--- src/design/ppc_pkg.sv ---
// Purpose: shared constants for the parallel port pin control block
// Assumes: APB slave with 32-bit data, one register per aligned word
// Notes:   pin vector packs port 0 in bits 3:0, port 1 in 7:4, port 2 in 15:8
`default_nettype none
package ppc_pkg;
   // widths
   localparam int ADDR_W  = 8;
   localparam int DATA_W  = 32;
   localparam int P0_W    = 4;
   localparam int P1_W    = 4;
   localparam int P2_W    = 8;
   localparam int PIN_W   = 16;
   // bases of each port in the pin vector
   localparam int P0_BASE = 0;
   localparam int P1_BASE = 4;
   localparam int P2_BASE = 8;
   // register byte offsets
   localparam logic [7:0] OFF_P0_DATA  = 8'h00;
   localparam logic [7:0] OFF_P0_READ  = 8'h04;
   localparam logic [7:0] OFF_P0_DIR   = 8'h08;
   localparam logic [7:0] OFF_P0_FC    = 8'h0c;
   localparam logic [7:0] OFF_P1_DATA  = 8'h10;
   localparam logic [7:0] OFF_P1_READ  = 8'h14;
   localparam logic [7:0] OFF_P1_DIR   = 8'h18;
   localparam logic [7:0] OFF_P1_PU    = 8'h1c;
   localparam logic [7:0] OFF_P2_DATA  = 8'h20;
   localparam logic [7:0] OFF_P2_READ  = 8'h24;
   localparam logic [7:0] OFF_P2_DIR   = 8'h28;
   localparam logic [7:0] OFF_P2_FC    = 8'h2c;
   localparam logic [7:0] OFF_P2_OD    = 8'h30;
   localparam logic [7:0] OFF_P2_PU    = 8'h34;
   localparam logic [7:0] OFF_P0_PU    = 8'h38;
   localparam logic [7:0] OFF_ROUTE    = 8'h3c;
   localparam logic [7:0] OFF_UART_CFG = 8'h40;
   // reset values: all input, no secondary output, no pull-up
   localparam logic [7:0] RST_PORT     = 8'h00;
   localparam logic [2:0] RST_ROUTE    = 3'h0;
   // only oscillator input pins carry a secondary-function bit on port 0
   localparam logic [3:0] P0_FC_MASK   = 4'h5;
   // port 0 pin positions
   localparam int P0_MAIN_IN  = 0;
   localparam int P0_MAIN_OUT = 1;
   localparam int P0_SUB_IN   = 2;
   localparam int P0_SUB_OUT  = 3;
   // port 1 pin positions
   localparam int P1_IRQ_F    = 1;
   localparam int P1_IRQ_A    = 2;
   localparam int P1_IRQ_B    = 3;
   // port 2 pin positions
   localparam int P2_TW_CLK   = 4;
   localparam int P2_TW_DAT   = 3;
   localparam int P2_SSH_CLK  = 5;
   localparam int P2_SSH_IN   = 4;
   localparam int P2_SSH_OUT  = 3;
   localparam int P2_SSL_CLK  = 2;
   localparam int P2_SSL_IN   = 1;
   localparam int P2_SSL_OUT  = 0;
   localparam int P2_UART_A   = 1;
   localparam int P2_UART_B   = 0;
   // route register fields and codes
   localparam int ROUTE_GRP_BIT = 2;
   localparam logic [1:0] ROUTE_SS_HI = 2'h1;
   localparam logic [1:0] ROUTE_SS_LO = 2'h2;
endpackage
`default_nettype wire

--- src/design/ppc_port_ctrl.sv ---
// Purpose: pin control for ports 0, 1 and 2 with serial/uart routing
// Assumes: pins and peripheral signals are synchronous to pclk
// Notes:   APB answers after one wait state; pins follow writes at once
//
// Contract
// - each pin output latch keeps the last written value until rewritten
// - pin reads return the live level; nothing latches inputs
// - pin level sampled only in the read cycle of the access
// - written value appears on the pin in the cycle after the write
// - output mode drives the output data latch onto the pin
// - input mode read returns the pin's current logic level
// - direction bit 0 means input, 1 means output
// - secondary enable 1 routes peripheral output, 0 gives plain port
// - output type selects push-pull or open drain; open drain drives low
// - pull-up connects only in input mode or open-drain output
// - port 0 lowest two pins are dedicated to main oscillator
// - secondary enable on the sub oscillator input pin selects oscillator use
// - port 1 has no secondary enable; irq inputs need direction 0
// - port 2 route field places two-wire or sync serial pins
// - uart0 swap bit exchanges receive and transmit on pins 1, 0
`default_nettype none
module ppc_port_ctrl (
   input  wire logic                        pclk,
   input  wire logic                        presetn,
   input  wire logic                        psel,
   input  wire logic                        penable,
   input  wire logic                        pwrite,
   input  wire logic [ppc_pkg::ADDR_W-1:0]  paddr,
   input  wire logic [ppc_pkg::DATA_W-1:0]  pwdata,
   output var  logic [ppc_pkg::DATA_W-1:0]  prdata,
   output var  logic                        pready,
   output var  logic                        pslverr,
   input  wire logic [ppc_pkg::PIN_W-1:0]   pin_in,
   output var  logic [ppc_pkg::PIN_W-1:0]   pin_out,
   output var  logic [ppc_pkg::PIN_W-1:0]   pin_oe,
   output var  logic [ppc_pkg::PIN_W-1:0]   pin_pu,
   output var  logic                        main_osc_en,
   output var  logic                        sub_osc_en,
   output var  logic                        ext_irq_a,
   output var  logic                        ext_irq_b,
   output var  logic                        ext_irq_f,
   output var  logic                        stop_release,
   input  wire logic                        two_wire_clock_drv,
   input  wire logic                        two_wire_data_drv,
   output var  logic                        two_wire_clock,
   output var  logic                        two_wire_data,
   input  wire logic                        sync_serial_clock_drv,
   output var  logic                        sync_serial_clock,
   input  wire logic                        sync_serial_out,
   output var  logic                        sync_serial_in,
   input  wire logic                        uart0_transmit,
   output var  logic                        uart0_receive
);
   import ppc_pkg::*;

   // merge a bus write into a register value
   function automatic logic [7:0] merge8(input logic hit,
                                         input logic [DATA_W-1:0] wd,
                                         input logic [7:0] cur);
      return hit ? wd[7:0] : cur;
   endfunction

   function automatic logic [3:0] merge4(input logic hit,
                                         input logic [DATA_W-1:0] wd,
                                         input logic [3:0] cur);
      return hit ? wd[3:0] : cur;
   endfunction

   logic [P0_W-1:0] p0_data, p0_dir, p0_fc, p0_pu;
   logic [P1_W-1:0] p1_data, p1_dir, p1_pu;
   logic [P2_W-1:0] p2_data, p2_dir, p2_fc, p2_od, p2_pu;
   logic [2:0]      route;
   logic            uart_swap;
   logic [P0_W-1:0] next_p0_data, next_p0_dir, next_p0_fc, next_p0_pu;
   logic [P1_W-1:0] next_p1_data, next_p1_dir, next_p1_pu;
   logic [P2_W-1:0] next_p2_data, next_p2_dir, next_p2_fc;
   logic [P2_W-1:0] next_p2_od, next_p2_pu;
   logic [2:0]      next_route;
   logic            next_uart_swap;
   logic            wr_en, rd_take, rd_err;
   logic [DATA_W-1:0] rd_val;

   // bus decode: writes land on the edge that completes the access
   assign wr_en   = psel & penable & pready & pwrite;
   assign rd_take = psel & penable & ~pready;

   // register next values
   assign next_p0_data = merge4(wr_en && paddr == OFF_P0_DATA, pwdata,
                                p0_data);
   assign next_p0_dir  = merge4(wr_en && paddr == OFF_P0_DIR, pwdata,
                                p0_dir);
   assign next_p0_fc   = merge4(wr_en && paddr == OFF_P0_FC, pwdata,
                                p0_fc) & P0_FC_MASK;
   assign next_p0_pu   = merge4(wr_en && paddr == OFF_P0_PU, pwdata, p0_pu);
   assign next_p1_data = merge4(wr_en && paddr == OFF_P1_DATA, pwdata,
                                p1_data);
   assign next_p1_dir  = merge4(wr_en && paddr == OFF_P1_DIR, pwdata,
                                p1_dir);
   assign next_p1_pu   = merge4(wr_en && paddr == OFF_P1_PU, pwdata, p1_pu);
   assign next_p2_data = merge8(wr_en && paddr == OFF_P2_DATA, pwdata,
                                p2_data);
   assign next_p2_dir  = merge8(wr_en && paddr == OFF_P2_DIR, pwdata,
                                p2_dir);
   assign next_p2_fc   = merge8(wr_en && paddr == OFF_P2_FC, pwdata, p2_fc);
   assign next_p2_od   = merge8(wr_en && paddr == OFF_P2_OD, pwdata, p2_od);
   assign next_p2_pu   = merge8(wr_en && paddr == OFF_P2_PU, pwdata, p2_pu);
   assign next_route   = (wr_en && paddr == OFF_ROUTE) ? pwdata[2:0] : route;
   assign next_uart_swap = (wr_en && paddr == OFF_UART_CFG) ? pwdata[0]
                                                           : uart_swap;

   // control registers; reset leaves every pin an undriven input
   always_ff @(posedge pclk or negedge presetn) begin
      if (!presetn) begin
         {p0_data, p0_dir, p0_fc, p0_pu} <= {4{RST_PORT[P0_W-1:0]}};
         {p1_data, p1_dir, p1_pu}        <= {3{RST_PORT[P1_W-1:0]}};
         {p2_data, p2_dir, p2_fc, p2_od, p2_pu} <= {5{RST_PORT}};
         route     <= RST_ROUTE;
         uart_swap <= 1'b0;
      end else begin
         p0_data   <= next_p0_data;
         p0_dir    <= next_p0_dir;
         p0_fc     <= next_p0_fc;
         p0_pu     <= next_p0_pu;
         p1_data   <= next_p1_data;
         p1_dir    <= next_p1_dir;
         p1_pu     <= next_p1_pu;
         p2_data   <= next_p2_data;
         p2_dir    <= next_p2_dir;
         p2_fc     <= next_p2_fc;
         p2_od     <= next_p2_od;
         p2_pu     <= next_p2_pu;
         route     <= next_route;
         uart_swap <= next_uart_swap;
      end
   end

   // read mux; pin reads see the live pin, never a stored copy
   always_comb begin
      rd_val = '0;
      rd_err = 1'b0;
      case (paddr)
         OFF_P0_DATA:  rd_val[P0_W-1:0] = p0_data;
         OFF_P0_READ:  rd_val[P0_W-1:0] = pin_in[P0_BASE +: P0_W];
         OFF_P0_DIR:   rd_val[P0_W-1:0] = p0_dir;
         OFF_P0_FC:    rd_val[P0_W-1:0] = p0_fc;
         OFF_P0_PU:    rd_val[P0_W-1:0] = p0_pu;
         OFF_P1_DATA:  rd_val[P1_W-1:0] = p1_data;
         OFF_P1_READ:  rd_val[P1_W-1:0] = pin_in[P1_BASE +: P1_W];
         OFF_P1_DIR:   rd_val[P1_W-1:0] = p1_dir;
         OFF_P1_PU:    rd_val[P1_W-1:0] = p1_pu;
         OFF_P2_DATA:  rd_val[P2_W-1:0] = p2_data;
         OFF_P2_READ:  rd_val[P2_W-1:0] = pin_in[P2_BASE +: P2_W];
         OFF_P2_DIR:   rd_val[P2_W-1:0] = p2_dir;
         OFF_P2_FC:    rd_val[P2_W-1:0] = p2_fc;
         OFF_P2_OD:    rd_val[P2_W-1:0] = p2_od;
         OFF_P2_PU:    rd_val[P2_W-1:0] = p2_pu;
         OFF_ROUTE:    rd_val[2:0]      = route;
         OFF_UART_CFG: rd_val[0]        = uart_swap;
         default:      rd_err           = 1'b1;
      endcase
   end

   // one wait state so every bus output comes from a flop
   always_ff @(posedge pclk or negedge presetn) begin
      if (!presetn) begin
         pready  <= 1'b0;
         prdata  <= '0;
         pslverr <= 1'b0;
      end else begin
         pready  <= rd_take;
         prdata  <= (rd_take && !pwrite) ? rd_val : '0;
         pslverr <= rd_take & rd_err;
      end
   end

   // port 2 routing, decoded from the value the pins will show
   logic tw_on, ss_hi, ss_lo, ua_on;
   logic [P2_W-1:0] p2_alt;
   logic [P2_W-1:0] p2_od_force;
   assign tw_on = ~next_route[0];
   assign ss_hi = next_route[1:0] == ROUTE_SS_HI;
   assign ss_lo = next_route[1:0] == ROUTE_SS_LO && !next_route[ROUTE_GRP_BIT];
   assign ua_on = ~next_route[1] & ~next_route[ROUTE_GRP_BIT];

   // idle-high default keeps unrouted secondary outputs quiet
   assign p2_alt[7:6] = 2'h3;
   assign p2_alt[P2_SSH_CLK] = ss_hi ? sync_serial_clock_drv : 1'b1;
   assign p2_alt[P2_TW_CLK]  = tw_on ? two_wire_clock_drv : 1'b1;
   assign p2_alt[P2_TW_DAT]  = tw_on ? two_wire_data_drv
                             : ss_hi ? sync_serial_out : 1'b1;
   assign p2_alt[P2_SSL_CLK] = ss_lo ? sync_serial_clock_drv : 1'b1;
   assign p2_alt[P2_UART_A]  = (ua_on && next_uart_swap) ? uart0_transmit
                             : 1'b1;
   assign p2_alt[P2_UART_B]  = ss_lo ? sync_serial_out
                             : (ua_on && !next_uart_swap) ? uart0_transmit
                             : 1'b1;
   // two-wire pins are open drain whatever the type select says
   assign p2_od_force = tw_on ? ((8'h1 << P2_TW_CLK) | (8'h1 << P2_TW_DAT))
                              : 8'h0;

   // per-pin controls gathered into the pin vector
   logic [PIN_W-1:0] cell_dir, cell_data, cell_alt, cell_fc;
   logic [PIN_W-1:0] cell_od, cell_pu, cell_osc;
   logic [P0_W-1:0]  p0_osc;
   assign p0_osc = {next_p0_fc[P0_SUB_IN], next_p0_fc[P0_SUB_IN],
                    2'h3};
   assign cell_dir  = {next_p2_dir, next_p1_dir, next_p0_dir};
   assign cell_data = {next_p2_data, next_p1_data, next_p0_data};
   assign cell_alt  = {p2_alt, 8'hff};
   // port 1 has neither secondary enable nor type select
   assign cell_fc   = {next_p2_fc, 8'h0};
   assign cell_od   = {next_p2_od | p2_od_force, 8'h0};
   assign cell_pu   = {next_p2_pu, next_p1_pu, next_p0_pu};
   assign cell_osc  = {8'h0, 4'h0, p0_osc};

   // pin drive stages; registered from next values so holds
   for (genvar i = 0; i < PIN_W; i++) begin : g_pin
      ppc_pin_cell u_cell (
         .pclk    (pclk),
         .presetn (presetn),
         .dir     (cell_dir[i]),
         .data    (cell_data[i]),
         .alt     (cell_alt[i]),
         .fc      (cell_fc[i]),
         .od      (cell_od[i]),
         .pu_sel  (cell_pu[i]),
         .osc     (cell_osc[i]),
         .pad_out (pin_out[i]),
         .pad_oe  (pin_oe[i]),
         .pad_pu  (pin_pu[i])
      );
   end

   // peripheral inputs; irq pins only listen while set as inputs
   always_ff @(posedge pclk or negedge presetn) begin
      if (!presetn) begin
         {main_osc_en, sub_osc_en, ext_irq_a} <= 3'h0;
         {ext_irq_b, ext_irq_f, stop_release} <= 3'h0;
         {two_wire_clock, two_wire_data, sync_serial_clock} <= 3'h7;
         {sync_serial_in, uart0_receive}      <= 2'h3;
      end else begin
         main_osc_en  <= 1'b1;
         sub_osc_en   <= p0_fc[P0_SUB_IN];
         ext_irq_a    <= ~p1_dir[P1_IRQ_A] & pin_in[P1_BASE + P1_IRQ_A];
         ext_irq_b    <= ~p1_dir[P1_IRQ_B] & pin_in[P1_BASE + P1_IRQ_B];
         ext_irq_f    <= ~p1_dir[P1_IRQ_F] & pin_in[P1_BASE + P1_IRQ_F];
         stop_release <= ~p1_dir[P1_IRQ_F] & pin_in[P1_BASE + P1_IRQ_F];
         two_wire_clock <= ~route[0] ? pin_in[P2_BASE + P2_TW_CLK] : 1'b1;
         two_wire_data  <= ~route[0] ? pin_in[P2_BASE + P2_TW_DAT] : 1'b1;
         sync_serial_clock <= ss_hi ? pin_in[P2_BASE + P2_SSH_CLK]
                            : ss_lo ? pin_in[P2_BASE + P2_SSL_CLK] : 1'b1;
         sync_serial_in <= ss_hi ? pin_in[P2_BASE + P2_SSH_IN]
                         : ss_lo ? pin_in[P2_BASE + P2_SSL_IN] : 1'b1;
         uart0_receive <= ~ua_on ? 1'b1
                        : uart_swap ? pin_in[P2_BASE + P2_UART_B]
                        : pin_in[P2_BASE + P2_UART_A];
      end
   end

   // helper: low until the first edge after reset release
   logic seen_edge;
   always_ff @(posedge pclk or negedge presetn) begin
      if (!presetn) seen_edge <= 1'b0;
      else          seen_edge <= 1'b1;
   end
endmodule
`default_nettype wire

--- src/design/ppc_pin_cell.sv ---
// Purpose: drive stage of one pin: value, enable and pull-up flops
// Assumes: inputs are next-state register values, so the pad follows
//          a write at the same edge as the register itself
// Notes:   no tristate here; the pad wire is resolved outside
`default_nettype none
module ppc_pin_cell (
   input  wire logic pclk,
   input  wire logic presetn,
   input  wire logic dir,
   input  wire logic data,
   input  wire logic alt,
   input  wire logic fc,
   input  wire logic od,
   input  wire logic pu_sel,
   input  wire logic osc,
   output var  logic pad_out,
   output var  logic pad_oe,
   output var  logic pad_pu
);
   logic value;
   logic drive;
   logic next_oe;
   logic next_pu;

   // peripheral output replaces the latch only when selected
   assign value   = fc ? alt : data;
   // oscillator pins ignore direction entirely
   assign drive   = dir & ~osc;
   // open drain only pulls low; high is left to the pull-up
   assign next_oe = drive & (~od | ~value);
   // pull-up only where nothing drives high
   assign next_pu = pu_sel & ~osc & (~dir | od);

   // registered pad controls, undriven after reset
   always_ff @(posedge pclk or negedge presetn) begin
      if (!presetn) begin
         pad_out <= 1'b0;
         pad_oe  <= 1'b0;
         pad_pu  <= 1'b0;
      end else begin
         pad_out <= value;
         pad_oe  <= next_oe;
         pad_pu  <= next_pu;
      end
   end
endmodule
`default_nettype wire

--- config.mk ---
export PLATFORM = sky130hd
export DESIGN_NAME = ppc_port_ctrl
export DESIGN_NICKNAME = d
export VERILOG_FILES = /design/src/design/ppc_pkg.sv /design/src/design/ppc_port_ctrl.sv /design/src/design/ppc_pin_cell.sv
export SDC_FILE = /design/constraint.sdc
export NUM_CORES = 1
export LEC_CHECK = 0
export BUFFER_PORTS_ARGS = -buffer_cell sky130_fd_sc_hd__buf_2
export CAP_MARGIN = 5
export CORE_ASPECT_RATIO = 1.2
export CORE_MARGIN = 10
export CORE_UTILIZATION = 55
export CTS_BUF_LIST = sky130_fd_sc_hd__clkbuf_8
export CTS_CLUSTER_DIAMETER = 200
export CTS_CLUSTER_SIZE = 14
export DETAILED_ROUTE_END_ITERATION = 16
export PLACE_DENSITY = 0.82
export SYNTH_ARGS = -nofsm -noshare
export SYNTH_HDL_FRONTEND = slang
export SYNTH_SLANG_ARGS = --single-unit
--- constraint.sdc ---
create_clock -name pclk -period 4.55 [get_ports pclk]
set_clock_uncertainty 0.1 [all_clocks]
set_input_delay 0.2275 -clock pclk [delete_from_list [all_inputs] [get_ports pclk]]
set_output_delay 0.2275 -clock pclk [all_outputs]
set_load 0.005 [all_outputs]
======== After elaboration in Yosys (flattened, before gate mapping) ========
Cells that the tools add are included.
word-level totals
  register bits after elaboration ......... 134
  input bits .............................. 66
  output and inout port bits .............. 93
  logic and storage cells ................. 249
cells by class
  equality and inequality tests ........... 18
  mux-type cells .......................... 45
  bitwise logic cells ..................... 89
  reduce and logical (&&, ||, !) cells .... 23
operators with widths
  operator              count
  $eq A8 B6 Y1 const B  8
  $mux W8               6
  $not A1 Y1            37
  $and A1 B1 Y1         35
  $eq A8 B5 Y1 const B  4
  $pmux W2 S16          1
  $mux W1               26
  $mux W4               6
  $pmux W4 S6           1
  $logic_and A1 B1 Y1   18
  $pmux W1 S17          1
  $reduce_or A17 Y1     1
  $eq A8 B4 Y1 const B  2
  $or A1 B1 Y1          16
  $pmux W1 S14          1
  $eq A8 B3 Y1 const B  1
  $eq A8 B7 Y1 const B  1
  $logic_not A8 Y1      1
  $or A8 B5 Y8          1
  $mux W3               2
  $mux W5               1
  $logic_not A1 Y1      3
  $eq A2 B1 Y1 const B  1
  $eq A2 B2 Y1 const B  1

======== Longest topological paths before layout ========
Gate-level depths: netlist of run 1.
  depth in word-level cells ............... 14
  gate-level depth with buffers ........... 8
  mapped depth without buffers ............ 5

======== Hierarchy ========
A second synthesis of run 1 with hierarchy kept.
unflattened totals
  cells, all modules ...................... 508
  area total of the unflattened synthesis .. 6,506.2 sq um
by module, submodules not included
  module         instances  cells each  area each (sq um)  seq. area each (sq um)
  ppc_port_ctrl  1          380         4,604.4            2,258.4
  ppc_pin_cell   16         8           118.9              75.1

======== Least setup slack after synthesis of run 1 ========
No wires, ideal clock.
  path kind ............................... in2reg
  from .................................... input port paddr[6] (netlist bit)
  to ...................................... register g_pin[10].u_cell.pad_oe
  library setup time ...................... 73 ps
  arrival ................................. 2,120 ps
  data required time ...................... 4,377 ps
  path slack .............................. 2,258 ps
  stages .................................. 7
  buffers on the path ..................... 2
  cell sequence ........................... buf_2 or4b_4 buf_6 nor3_4 mux2_2 mux2_4 a21boi_2
between the ends
  elaborated cells on any way between the ends .. 25
  classes of those cells .................. eq/ne (6); mux (7); bitwise (5); reduce/logical (7)
RTL lines
  what                          RTL line              RTL
  from (decl)                   ppc_port_ctrl.sv:28   input wire logic [ppc_pkg::ADDR_W-1:0] paddr,
  $eq A8 B6 Y1                  ppc_port_ctrl.sv:100  assign next_p2_data = merge8(wr_en && paddr == OFF_P2_DATA, pwdata,
  $logic_and A1 B1 Y1           ppc_port_ctrl.sv:100
  $mux W8                       ppc_port_ctrl.sv:60   return hit ? wd[7:0] : cur;
  via g_pin[10].u_cell.data     ppc_pin_cell.sv:10    input wire logic data,
  $mux W1                       ppc_pin_cell.sv:26    assign value = fc ? alt : data;
  via g_pin[10].u_cell.value    ppc_pin_cell.sv:20    logic value;
  $not A1 Y1                    ppc_pin_cell.sv:30    assign next_oe = drive & (~od | ~value);
  $or A1 B1 Y1                  ppc_pin_cell.sv:30
  $and A1 B1 Y1                 ppc_pin_cell.sv:30
  via g_pin[10].u_cell.next_oe  ppc_pin_cell.sv:22    logic next_oe;
  to (signal assigned)          ppc_pin_cell.sv:42    pad_oe <= next_oe;
  to (decl)                     ppc_pin_cell.sv:17    output var logic pad_oe,
The timed path passes the listed nets, and every way through them passes these cells.
A chain may end at the register's enable or synchronous reset.

======== Final worst setup path of run 1 ========
  from .................................... register pready
  to ...................................... register g_pin[9].u_cell.pad_oe
between the ends
  elaborated cells on any way between the ends .. 25
  classes of those cells .................. mux (8); bitwise (10); reduce/logical (7)
RTL lines
  what                         RTL line              RTL
  from (decl)                  ppc_port_ctrl.sv:31   output var logic pready,
  from (signal assigned)       ppc_port_ctrl.sv:170  pready <= rd_take;
  $and A1 B1 Y1 (2 in a row)   ppc_port_ctrl.sv:84   assign wr_en = psel & penable & pready & pwrite;
  $logic_and A1 B1 Y1          ppc_port_ctrl.sv:102  assign next_p2_dir = merge8(wr_en && paddr == OFF_P2_DIR, pwdata,
  $mux W8                      ppc_port_ctrl.sv:60
  via g_pin[9].u_cell.dir      ppc_pin_cell.sv:9     input wire logic dir,
  $and A1 B1 Y1                ppc_pin_cell.sv:30
  via g_pin[9].u_cell.next_oe  ppc_pin_cell.sv:22
  to (signal assigned)         ppc_pin_cell.sv:42
  to (decl)                    ppc_pin_cell.sv:17
The timed path passes the listed nets, and every way through them passes these cells.

==> results of run 1 <==
[cells by family after synthesis]
family	share of synthesized area, %
compound gates	11.2
mux	14.8
other cells	0.119
flops	48.5
buf+inv	12.1
simple gates	13.3
[per-stage QoR]
| step | power (W) | utilization (%) | worst slack, ns |
|---|---|---|---|
| 6_report | 0.00234 | 63.7 | 1.87 |
| 2_1_floorplan | 0.00120 | - | 2.26 |
| 3_5_place_dp | 0.00125 | 58.1 | 1.65 |
| 3_3_place_gp | 0.00125 | 58.1 | 1.68 |
| 5_1_grt | 0.00242 | 63.7 | 1.80 |
| 4_1_cts | 0.00235 | 63.7 | 1.95 |
[placed cells by master (no fill, tap or decap), types with 3 or more instances in the layout]
master,netlist,routed
bufinv_16,0,4
or3_1,4,4
dfrtp_1,117,117
nor3_1,6,6
a221o_1,4,4
a22oi_1,13,13
dfstp_2,5,5
a21boi_2,4,4
nor2b_1,13,13
nor4_1,4,3
a22o_1,5,5
buf_2,11,105
buf_4,74,6
o31ai_1,5,5
nor3_4,3,3
a31oi_1,9,9
or2_2,4,4
a21boi_1,11,11
and2_1,3,3
mux2_2,61,61
conb_1,2,29
clkbuf_8,0,22
inv_1,14,17
nand4_1,8,8
nor3b_1,6,6
o21ai_0,13,13
nand2_1,33,33
dlygate4sd3_1,0,17
nand3b_1,3,3
mux2_4,4,4
nand3_1,13,13
mux2i_1,14,14
nor2_1,14,14
a21oi_1,9,9
[power by group through the flow]
stage / Combinational [W] / Clock [W] / Sequential [W]
final: 0.000151 / 0.00109 / 0.00110
after CTS: 0.000148 / 0.00111 / 0.00110
after detailed placement: 0.000136 / 0 / 0.00112
after floorplan: 0.0000871 / 0 / 0.00112
after global placement: 0.000133 / 0 / 0.00112
after global routing: 0.000163 / 0.00116 / 0.00110
[worst max path at each step]
stage,depth (start not counted),from,endpoint,slack (ns)
3_5_place_dp,6,paddr[5],g_pin[9].u_cell.pad_oe$_DFF_PN0_,1.65
2_1_floorplan,7,paddr[6],g_pin[10].u_cell.pad_oe$_DFF_PN0_,2.26
6_report,5,pready$_DFF_PN0_,g_pin[9].u_cell.pad_oe$_DFF_PN0_,1.87
4_1_cts,5,pready$_DFF_PN0_,g_pin[9].u_cell.pad_oe$_DFF_PN0_,1.95
3_3_place_gp,6,paddr[5],g_pin[10].u_cell.pad_oe$_DFF_PN0_,1.68
5_1_grt,5,pready$_DFF_PN0_,g_pin[9].u_cell.pad_oe$_DFF_PN0_,1.80
[worst max-delay path: stages, from the launching register on]
cell and delay, ns:
dfrtp_1 0.46, and4_1 0.58, nand2_1 0.21, nor2_2 0.61
mux2_2 0.44, a21boi_2 0.16
[registers in the layout (all words and copies together), names as in the netlist, 4 cells and up]
| name | count |
|---|---|
| g_pin.u_cell.pad_pu | 14 |
| g_pin.u_cell.pad_oe | 10 |
| g_pin.u_cell.pad_out | 8 |
| p2_data | 8 |
| p2_dir | 8 |
| p2_fc | 8 |
| p2_od | 8 |
| p2_pu | 8 |
| prdata | 8 |
| p0_data | 4 |
| p0_dir | 4 |
| p0_pu | 4 |
| p1_data | 4 |
| p1_dir | 4 |
| p1_pu | 4 |
[synth_stat cells (5+ instances only)]
master / count / area [um2]
nand2_1: 33 / 124
a21boi_1: 11 / 82.6
nor2b_1: 13 / 81.3
a31oi_1: 9 / 56.3
clkbuf_1: 11 / 41.3
buf_2: 11 / 55.1
o31ai_1: 5 / 37.5
dfrtp_1: 117 / 2930
mux2_2: 61 / 687
mux2i_1: 14 / 140
inv_1: 14 / 52.6
a22o_1: 5 / 43.8
nor2_1: 14 / 52.6
buf_4: 74 / 556
a22oi_1: 13 / 97.6
nand4_1: 8 / 50.1
nor3_1: 6 / 30.0
a21oi_1: 9 / 45.0
o21ai_0: 13 / 65.1
dfstp_2: 5 / 131
nor3b_1: 6 / 45.0
nand3_1: 13 / 65.1
[timing repair]
action / 4_1_cts / 5_1_grt
endpoints found under the hold margin: 98 / 0
hold buffers: 17 / 0
setup endpoints to repair: 0 / 0
[per-layer routing]
metal	wire, um	global-route usage (%)	vias up
li1	-	-	2024
met1	6090	22.4	2272
met2	8440	34.8	274
met3	1690	7.13	60
met4	591	10.2	0
met5	0	0	-
[area by class of cell]
type                       instances  area [um2]  area share (%)
clock buffer                      22         303            4.27
multi-input combinational        338        2600            36.6
inverter                          14        52.6           0.740
clock inverter                    10         149            2.10
sequential                       122        3060            43.1
tap                              154         193            2.71
timing repair buffer             128         741            10.4
==> impl_metrics.toml, run 1 <==
[yosys]
synth.distinct_cells = 66
synth_ff_type = "dfrtp_1"
yosysSeqAreaShare_pct = 48.5
yosys_warnings = 0
syn_area_um2 = 6310
postSynthAreaPerCell_um2 = 11.5
synth_edf_count = 0
ys_async_sr_fraction_pct = 100
ys_seq_elements = 122
synth_cells = 550

[drt]
drt_iter0_drc = 489
drcViolationCount = 0
wl_um = 16800
via_per_inst = 5.88
vias = 4630
drt_first_pass_iters = 8
ant_nets = 0
wl_per_cell_um = 21.3

[flow_run]
max-cap-violations = 0

[power_and_ir_drop]
p_sw_share_pct = 22.7
vdd_drop_max_uv = 285
switchingPower_w = 0.000532
p_per_area_nw_per_um2 = 329
clockPowerShare_pct = 46.6
pwr-share-seq_pct = 46.9
p_int_w = 0.00181
p_comb_share_pct = 6.4
p_leak_nw = 3.58

[worst_hold_path]
worstHoldStart = "pwdata[3]"
holdCritPathClass = "input pin to flop"
min_to = "p2_data[3]$_DFF_PN0_"
hold_depth = 3

[final_layout]
diodes = 0
fin_area_um2 = 7100
fillers = 908
final_layout_size_suffix_gt1_share_pct = 37.2
layout.nets = 687
area_growth_pct = 12.5
final_cells = 788

[place]
finalWeightedCongestion = 0.892
hpwlAfterDp_um = 11800
dpl_cell_area_um2 = 6480
port_buffers = 106
dp_cells = 739

[critical_path]
end_kind = "flop"
rr_startpoint = "pready$_DFF_PN0_"
cp.required_ns = 4.78
rr_worst_depth = 5
crit_type = "flop to flop"
r2r-end = "g_pin[9].u_cell.pad_oe$_DFF_PN0_"
arrival_ns = 2.91
ff2ff_setup_slack_ns = 1.87
setup.worst_path.start_class = "flop"
crit_fanout = 15

[cts]
clk_pin_slew_ns = 0.08
ctsLongestPathBuffers = 2
clkSinkCount = 122
clockRootBuffer = "clkbuf_8"
cts_setup_buffers = 0
htreeDepth = 4
numCtsBuffers = 17
clk_latency_ns = 0.45
cts_tree = "yes"
ctsResizeCount = 0

[sta]
max_slew_margin_pct = 31.0
rsz0062_at_grt = "false"
min_period_over_period_pct = 59.0
max_freq_mhz = 373
finalMaxSlewViolations = 0
final-setup-viol-count = 0
min_period_ns = 2.68
hold_viol = 0
worst_hold_slack_ns = 0.0571
setup_tns_ns = 0
worst_slew_pin_slew_ns = 1.04

[run_status]
status = "finished clean"

[floorplan]
core_um2 = 11100
fp-row-count = 42
dieArea_um2 = 16200
die_h_um = 137
initial_core_util_pct = 56.6
io_pins = 159
die_x_um = 118

[global_route]
grt_overflow = 0
grt_start_max_net_pins = 83
grt_pass1_wl_um = 25800
grt_pass1_vias = 4809
antenna_found_initial = 0
grt_use_total_pct = 20.4
Power figures use the tool's default switching activity.
==> inputs of run 2 (changes only) <==
Clock period 4.55 ns to 2.7 ns, I/O delays scaled along.
==> impl_metrics.toml, run 2 (synthesis results as in run 1) <==
[cts]
clockRootBuffer = "clkbuf_8"
cts_tree = "yes"
clk_latency_ns = 0.44
ctsLongestPathBuffers = 2
numCtsBuffers = 17
clkSinkCount = 122
htreeDepth = 4
ctsResizeCount = 0
cts_setup_buffers = 0
clk_pin_slew_ns = 0.08

[critical_path]
cp.required_ns = 2.96
ff2ff_setup_slack_ns = 0.32
crit_type = "flop to flop"
arrival_ns = 2.65
end_kind = "flop"
setup.worst_path.start_class = "flop"
crit_fanout = 12

[final_layout]
largest_reg_flops = 14
fin_area_um2 = 7340
final_layout_size_suffix_gt1_share_pct = 39.8
reg_top3 = "g_pin.u_cell.pad_pu x14, g_pin.u_cell.pad_oe x10"
diodes = 0
layout_common_cells = "dfrtp_1, buf_2, mux2_2"
multi_input_area_um2 = 2600
layout.nets = 717
area_growth_pct = 16.4
top_register = "g_pin.u_cell.pad_pu"
fin_util_pct = 65.9
layout_commonest_cell = "dfrtp_1"
fillers = 890
register_area_um2 = 3060

[drt]
wl_per_cell_um = 21.3
drt_iter0_drc = 356
wl_met2_um = 8940
met3WireLength_um = 1350
wl_met1_um = 6670
vias = 4696
ant_nets = 0
highest_layer = "met4"
wl_um = 17400
drt_first_pass_iters = 5
via_per_inst = 5.74
drcViolationCount = 0

[place]
port_buffers = 106
hpwlAfterDp_um = 12600
finalWeightedCongestion = 0.877
dpl_cell_area_um2 = 6700

[floorplan]
dieArea_um2 = 16200
initial_core_util_pct = 56.6
core_um2 = 11100
fp-row-count = 42
die_h_um = 137
die_x_um = 118
io_pins = 159

[global_route]
grt_start_max_net_pins = 59
grt_pass1_wl_um = 27000
grt_use_total_pct = 21.5
grt_overflow = 0
antenna_found_initial = 0
grt_pass1_vias = 4993

[worst_hold_path]
holdCritPathClass = "input pin to flop"

[power_and_ir_drop]
p_leak_nw = 3.71
p_per_area_nw_per_um2 = 532
finalPower_w = 0.00390
vdd_drop_max_uv = 276

[sta]
min_period_ns = 2.38
max_slew_margin_pct = 47.3
worst_hold_slack_ns = 0.0290
final-setup-viol-count = 0
max_freq_mhz = 420
worst_slew_pin_slew_ns = 0.791
min_period_over_period_pct = 88.3
hold_viol = 0
setup_tns_ns = 0
finalMaxSlewViolations = 0
rsz0062_at_grt = "false"

[run_status]
status = "finished clean"

[flow_run]
max-cap-violations = 0
==> run 2: changes by cell type in the layout (fill, tap and decap cells not counted) <==
cell           previous run  this run
buf_4                     6        30
clkbuf_8                 22        17
dlygate4sd3_1            17        21
clkinvlp_4                1         4
inv_6                     0         3
buf_12                    0         2
inv_1                    17        15
clkinv_4                  0         1
==> run 2: report_power, final <==
part	internal, W	total [W]	switching, W	leakage (nW)
Clock	0.00101	0.00178	0.000771	0.210
Sequential	0.00184	0.00185	0.00000665	1.67
Combinational	0.0000997	0.000277	0.000177	1.83
==> run 2: final timing paths <==
path	from	end	cells after the start
min in group asynchronous	presetn	main_osc_en$_DFF_PN0_	2
max in group asynchronous	presetn	sync_serial_in$_DFF_PN1_	3
worst max register to register	pready$_DFF_PN0_	sync_serial_clock$_DFF_PN1_	6
worst min-delay path	sync_serial_out	g_pin[11].u_cell.pad_out$_DFF_PN0_	3
worst max-delay path	pready$_DFF_PN0_	sync_serial_clock$_DFF_PN1_	6
worst min register to register	p0_fc[2]$_DFF_PN0_	sub_osc_en$_DFF_PN0_	0
==> run 2: critical path: stages, from the launching register on <==
cell	delay, ns
dfrtp_1	0.45
and4_1	0.23
buf_4	0.20
a311o_1	0.39
and2_1	0.19
o22a_1	0.19
dlygate4sd3_1	0.56
==> run 2: metal layers <==
metal | GRT usage (%) | vias to the layer above
li1 | - | 2081
met1 | 24.4 | 2309
met2 | 37.2 | 266
met3 | 6.14 | 40
met4 | 9.56 | 0
met5 | 0 | -
==> run 2: layout make-up <==
class / count / area share [%]
clock inverter: 15 / 2.71
clock buffer: 17 / 3.19
tap: 154 / 2.63
sequential: 122 / 41.7
multi-input combinational: 338 / 35.4
inverter: 14 / 0.716
timing repair buffer: 158 / 13.6
==> run 2: metrics by stage <==
stage / std cells / worst slack (ns)
global route: 818 / 0.254
finish: 818 / 0.317
global placement: 765 / 0.330
floorplan: 577 / 0.500
CTS: 818 / 0.344
detailed placement: 765 / 0.259
==> run 2: repair_timing <==
item	4_1_cts	5_1_grt
hold buffers	21	0
setup endpoints to repair	0	0
endpoints found under the hold margin	96	0
==> inputs of run 3 (changes only) <==
Settings changed: CELL_PAD_IN_SITES_DETAIL_PLACEMENT set to 1, CELL_PAD_IN_SITES_GLOBAL_PLACEMENT set to 2, CORE_UTILIZATION 55 to 35, PLACE_DENSITY 0.82 to unset, PLACE_DENSITY_LB_ADDON set to 0.1.
==> impl_metrics.toml, run 3 (synthesis results as in run 1) <==
[place]
finalWeightedCongestion = 0.838
dp_slack_ns = 0.262
hpwlAfterDp_um = 15200
port_buffers = 106
dpl_cell_area_um2 = 6850

[final_layout]
layout_common_cells = "dfrtp_1, buf_2, mux2_2"
fillers = 1957
reg_top3 = "g_pin.u_cell.pad_pu x14, g_pin.u_cell.pad_oe x10"
largest_reg_flops = 14
register_area_um2 = 3060
final_layout_size_suffix_gt1_share_pct = 40.5
top_register = "g_pin.u_cell.pad_pu"
fin_area_um2 = 7460
layout_commonest_cell = "dfrtp_1"
multi_input_area_um2 = 2600
layout.nets = 730
area_growth_pct = 18.3
diodes = 0

[cts]
cts_setup_buffers = 0
clk_latency_ns = 0.46
numCtsBuffers = 17
cts_hold_buf = 24
clockRootBuffer = "clkbuf_8"
clk_pin_slew_ns = 0.08
clkSinkCount = 122
cts_tree = "yes"
ctsLongestPathBuffers = 2
ctsResizeCount = 0
htreeDepth = 4

[critical_path]
setup.worst_path.start_class = "flop"
crit_chain = "and4_1, buf_4, nand4_1, and2_1, o22a_1, dlygate4sd3_1"
end_kind = "flop"
arrival_ns = 2.80
rr_worst_depth = 6
cp.required_ns = 2.98
critical_path_buf_inv_count = 2
ff2ff_setup_slack_ns = 0.19
cpPeakStageDelay_ns = 0.54
r2r-end = "sync_serial_clock$_DFF_PN1_"
rr_startpoint = "pready$_DFF_PN0_"
crit_type = "flop to flop"
crit_fanout = 9
crit_family = "simple AND/OR/NAND/NOR gates"
cpMaxStageDelayCell = "dlygate4sd3_1"

[floorplan]
dieArea_um2 = 23800
io_pins = 159
initial_core_util_pct = 35.8
fp-row-count = 53
core_um2 = 17600
die_x_um = 143
die_h_um = 167

[sta]
setup_tns_ns = 0
hold_viol = 0
max_freq_mhz = 398
min_period_over_period_pct = 93.0
finalMaxSlewViolations = 0
worst_slew_pin_slew_ns = 0.733
finalWorstSetupSlack_ns = 0.189
min_period_ns = 2.51
rsz0062_at_grt = "false"
final-setup-viol-count = 0
worst_hold_slack_ns = 0.0130
max_slew_margin_pct = 51.0

[worst_hold_path]
hold_depth = 3
holdCritPathClass = "input pin to flop"
min_to = "g_pin[11].u_cell.pad_out$_DFF_PN0_"
worstHoldStart = "sync_serial_out"

[drt]
wl_per_cell_um = 22.4
drt_first_pass_iters = 4
wl_met2_um = 9850
highest_layer = "met5"
wl_met1_um = 8470
via_per_inst = 5.21
wl_um = 20000
met3WireLength_um = 1290
vias = 4675
drt_iter0_drc = 248
drcViolationCount = 0
ant_nets = 0

[power_and_ir_drop]
p_per_area_nw_per_um2 = 493
p_leak_nw = 3.75
vdd_drop_max_uv = 218
finalPower_w = 0.00368

[global_route]
grt_start_max_net_pins = 65
grt_pass1_vias = 5291
grt_use_total_pct = 17.3
grt_overflow = 0
grt_pass1_wl_um = 31400
antenna_found_initial = 2

[flow_run]
max-cap-violations = 0

[run_status]
status = "finished clean"
## run 3: power breakdown
group / internal (W) / switching [W]
combinational: 0.000105 / 0.000184
clock: 0.000762 / 0.000781
sequential: 0.00184 / 0.00000653
## run 3: worst max-delay path by stage
stage                      from                                end  slack (ns)  depth (start not counted)
2_1_floorplan          paddr[6]  g_pin[10].u_cell.pad_oe$_DFF_PN0_        0.50                          7
3_3_place_gp           paddr[2]  g_pin[15].u_cell.pad_pu$_DFF_PN0_        0.28                          7
3_5_place_dp           paddr[2]  g_pin[13].u_cell.pad_pu$_DFF_PN0_        0.26                          7
4_1_cts        pready$_DFF_PN0_        sync_serial_clock$_DFF_PN1_        0.19                          6
5_1_grt        pready$_DFF_PN0_        sync_serial_clock$_DFF_PN1_        0.07                          6
6_report       pready$_DFF_PN0_        sync_serial_clock$_DFF_PN1_        0.19                          6
## run 3: worst reg2reg max path, stage by stage (launching register included)
cell and delay, ns:
dfrtp_1 0.44, and4_1 0.51, buf_4 0.26, nand4_1 0.16, and2_1 0.24, o22a_1 0.19, dlygate4sd3_1 0.54
## run 3: final cells by class
type | count | share of cell area (%)
multi-input cells | 338 | 34.9
repair buffers | 171 | 14.8
inverters | 14 | 0.704
clock inverters | 13 | 1.39
clock buffers | 19 | 3.51
well taps | 220 | 3.69
flip-flops and latches | 122 | 41.0
## run 3: per-stage QoR
stage | instances | util (%)
after global routing | 897 | 42.3
after CTS | 897 | 42.3
final | 897 | 42.3
after detailed placement | 841 | 38.9
after floorplan | 577 | -
after global placement | 841 | 38.9
## run 3: per-layer routing
layer,global-route usage [%],vias to the layer above
met3,5.06,39
met4,5.88,4
met5,0,-
met2,28.2,142
li1,-,2101
met1,21.2,2389
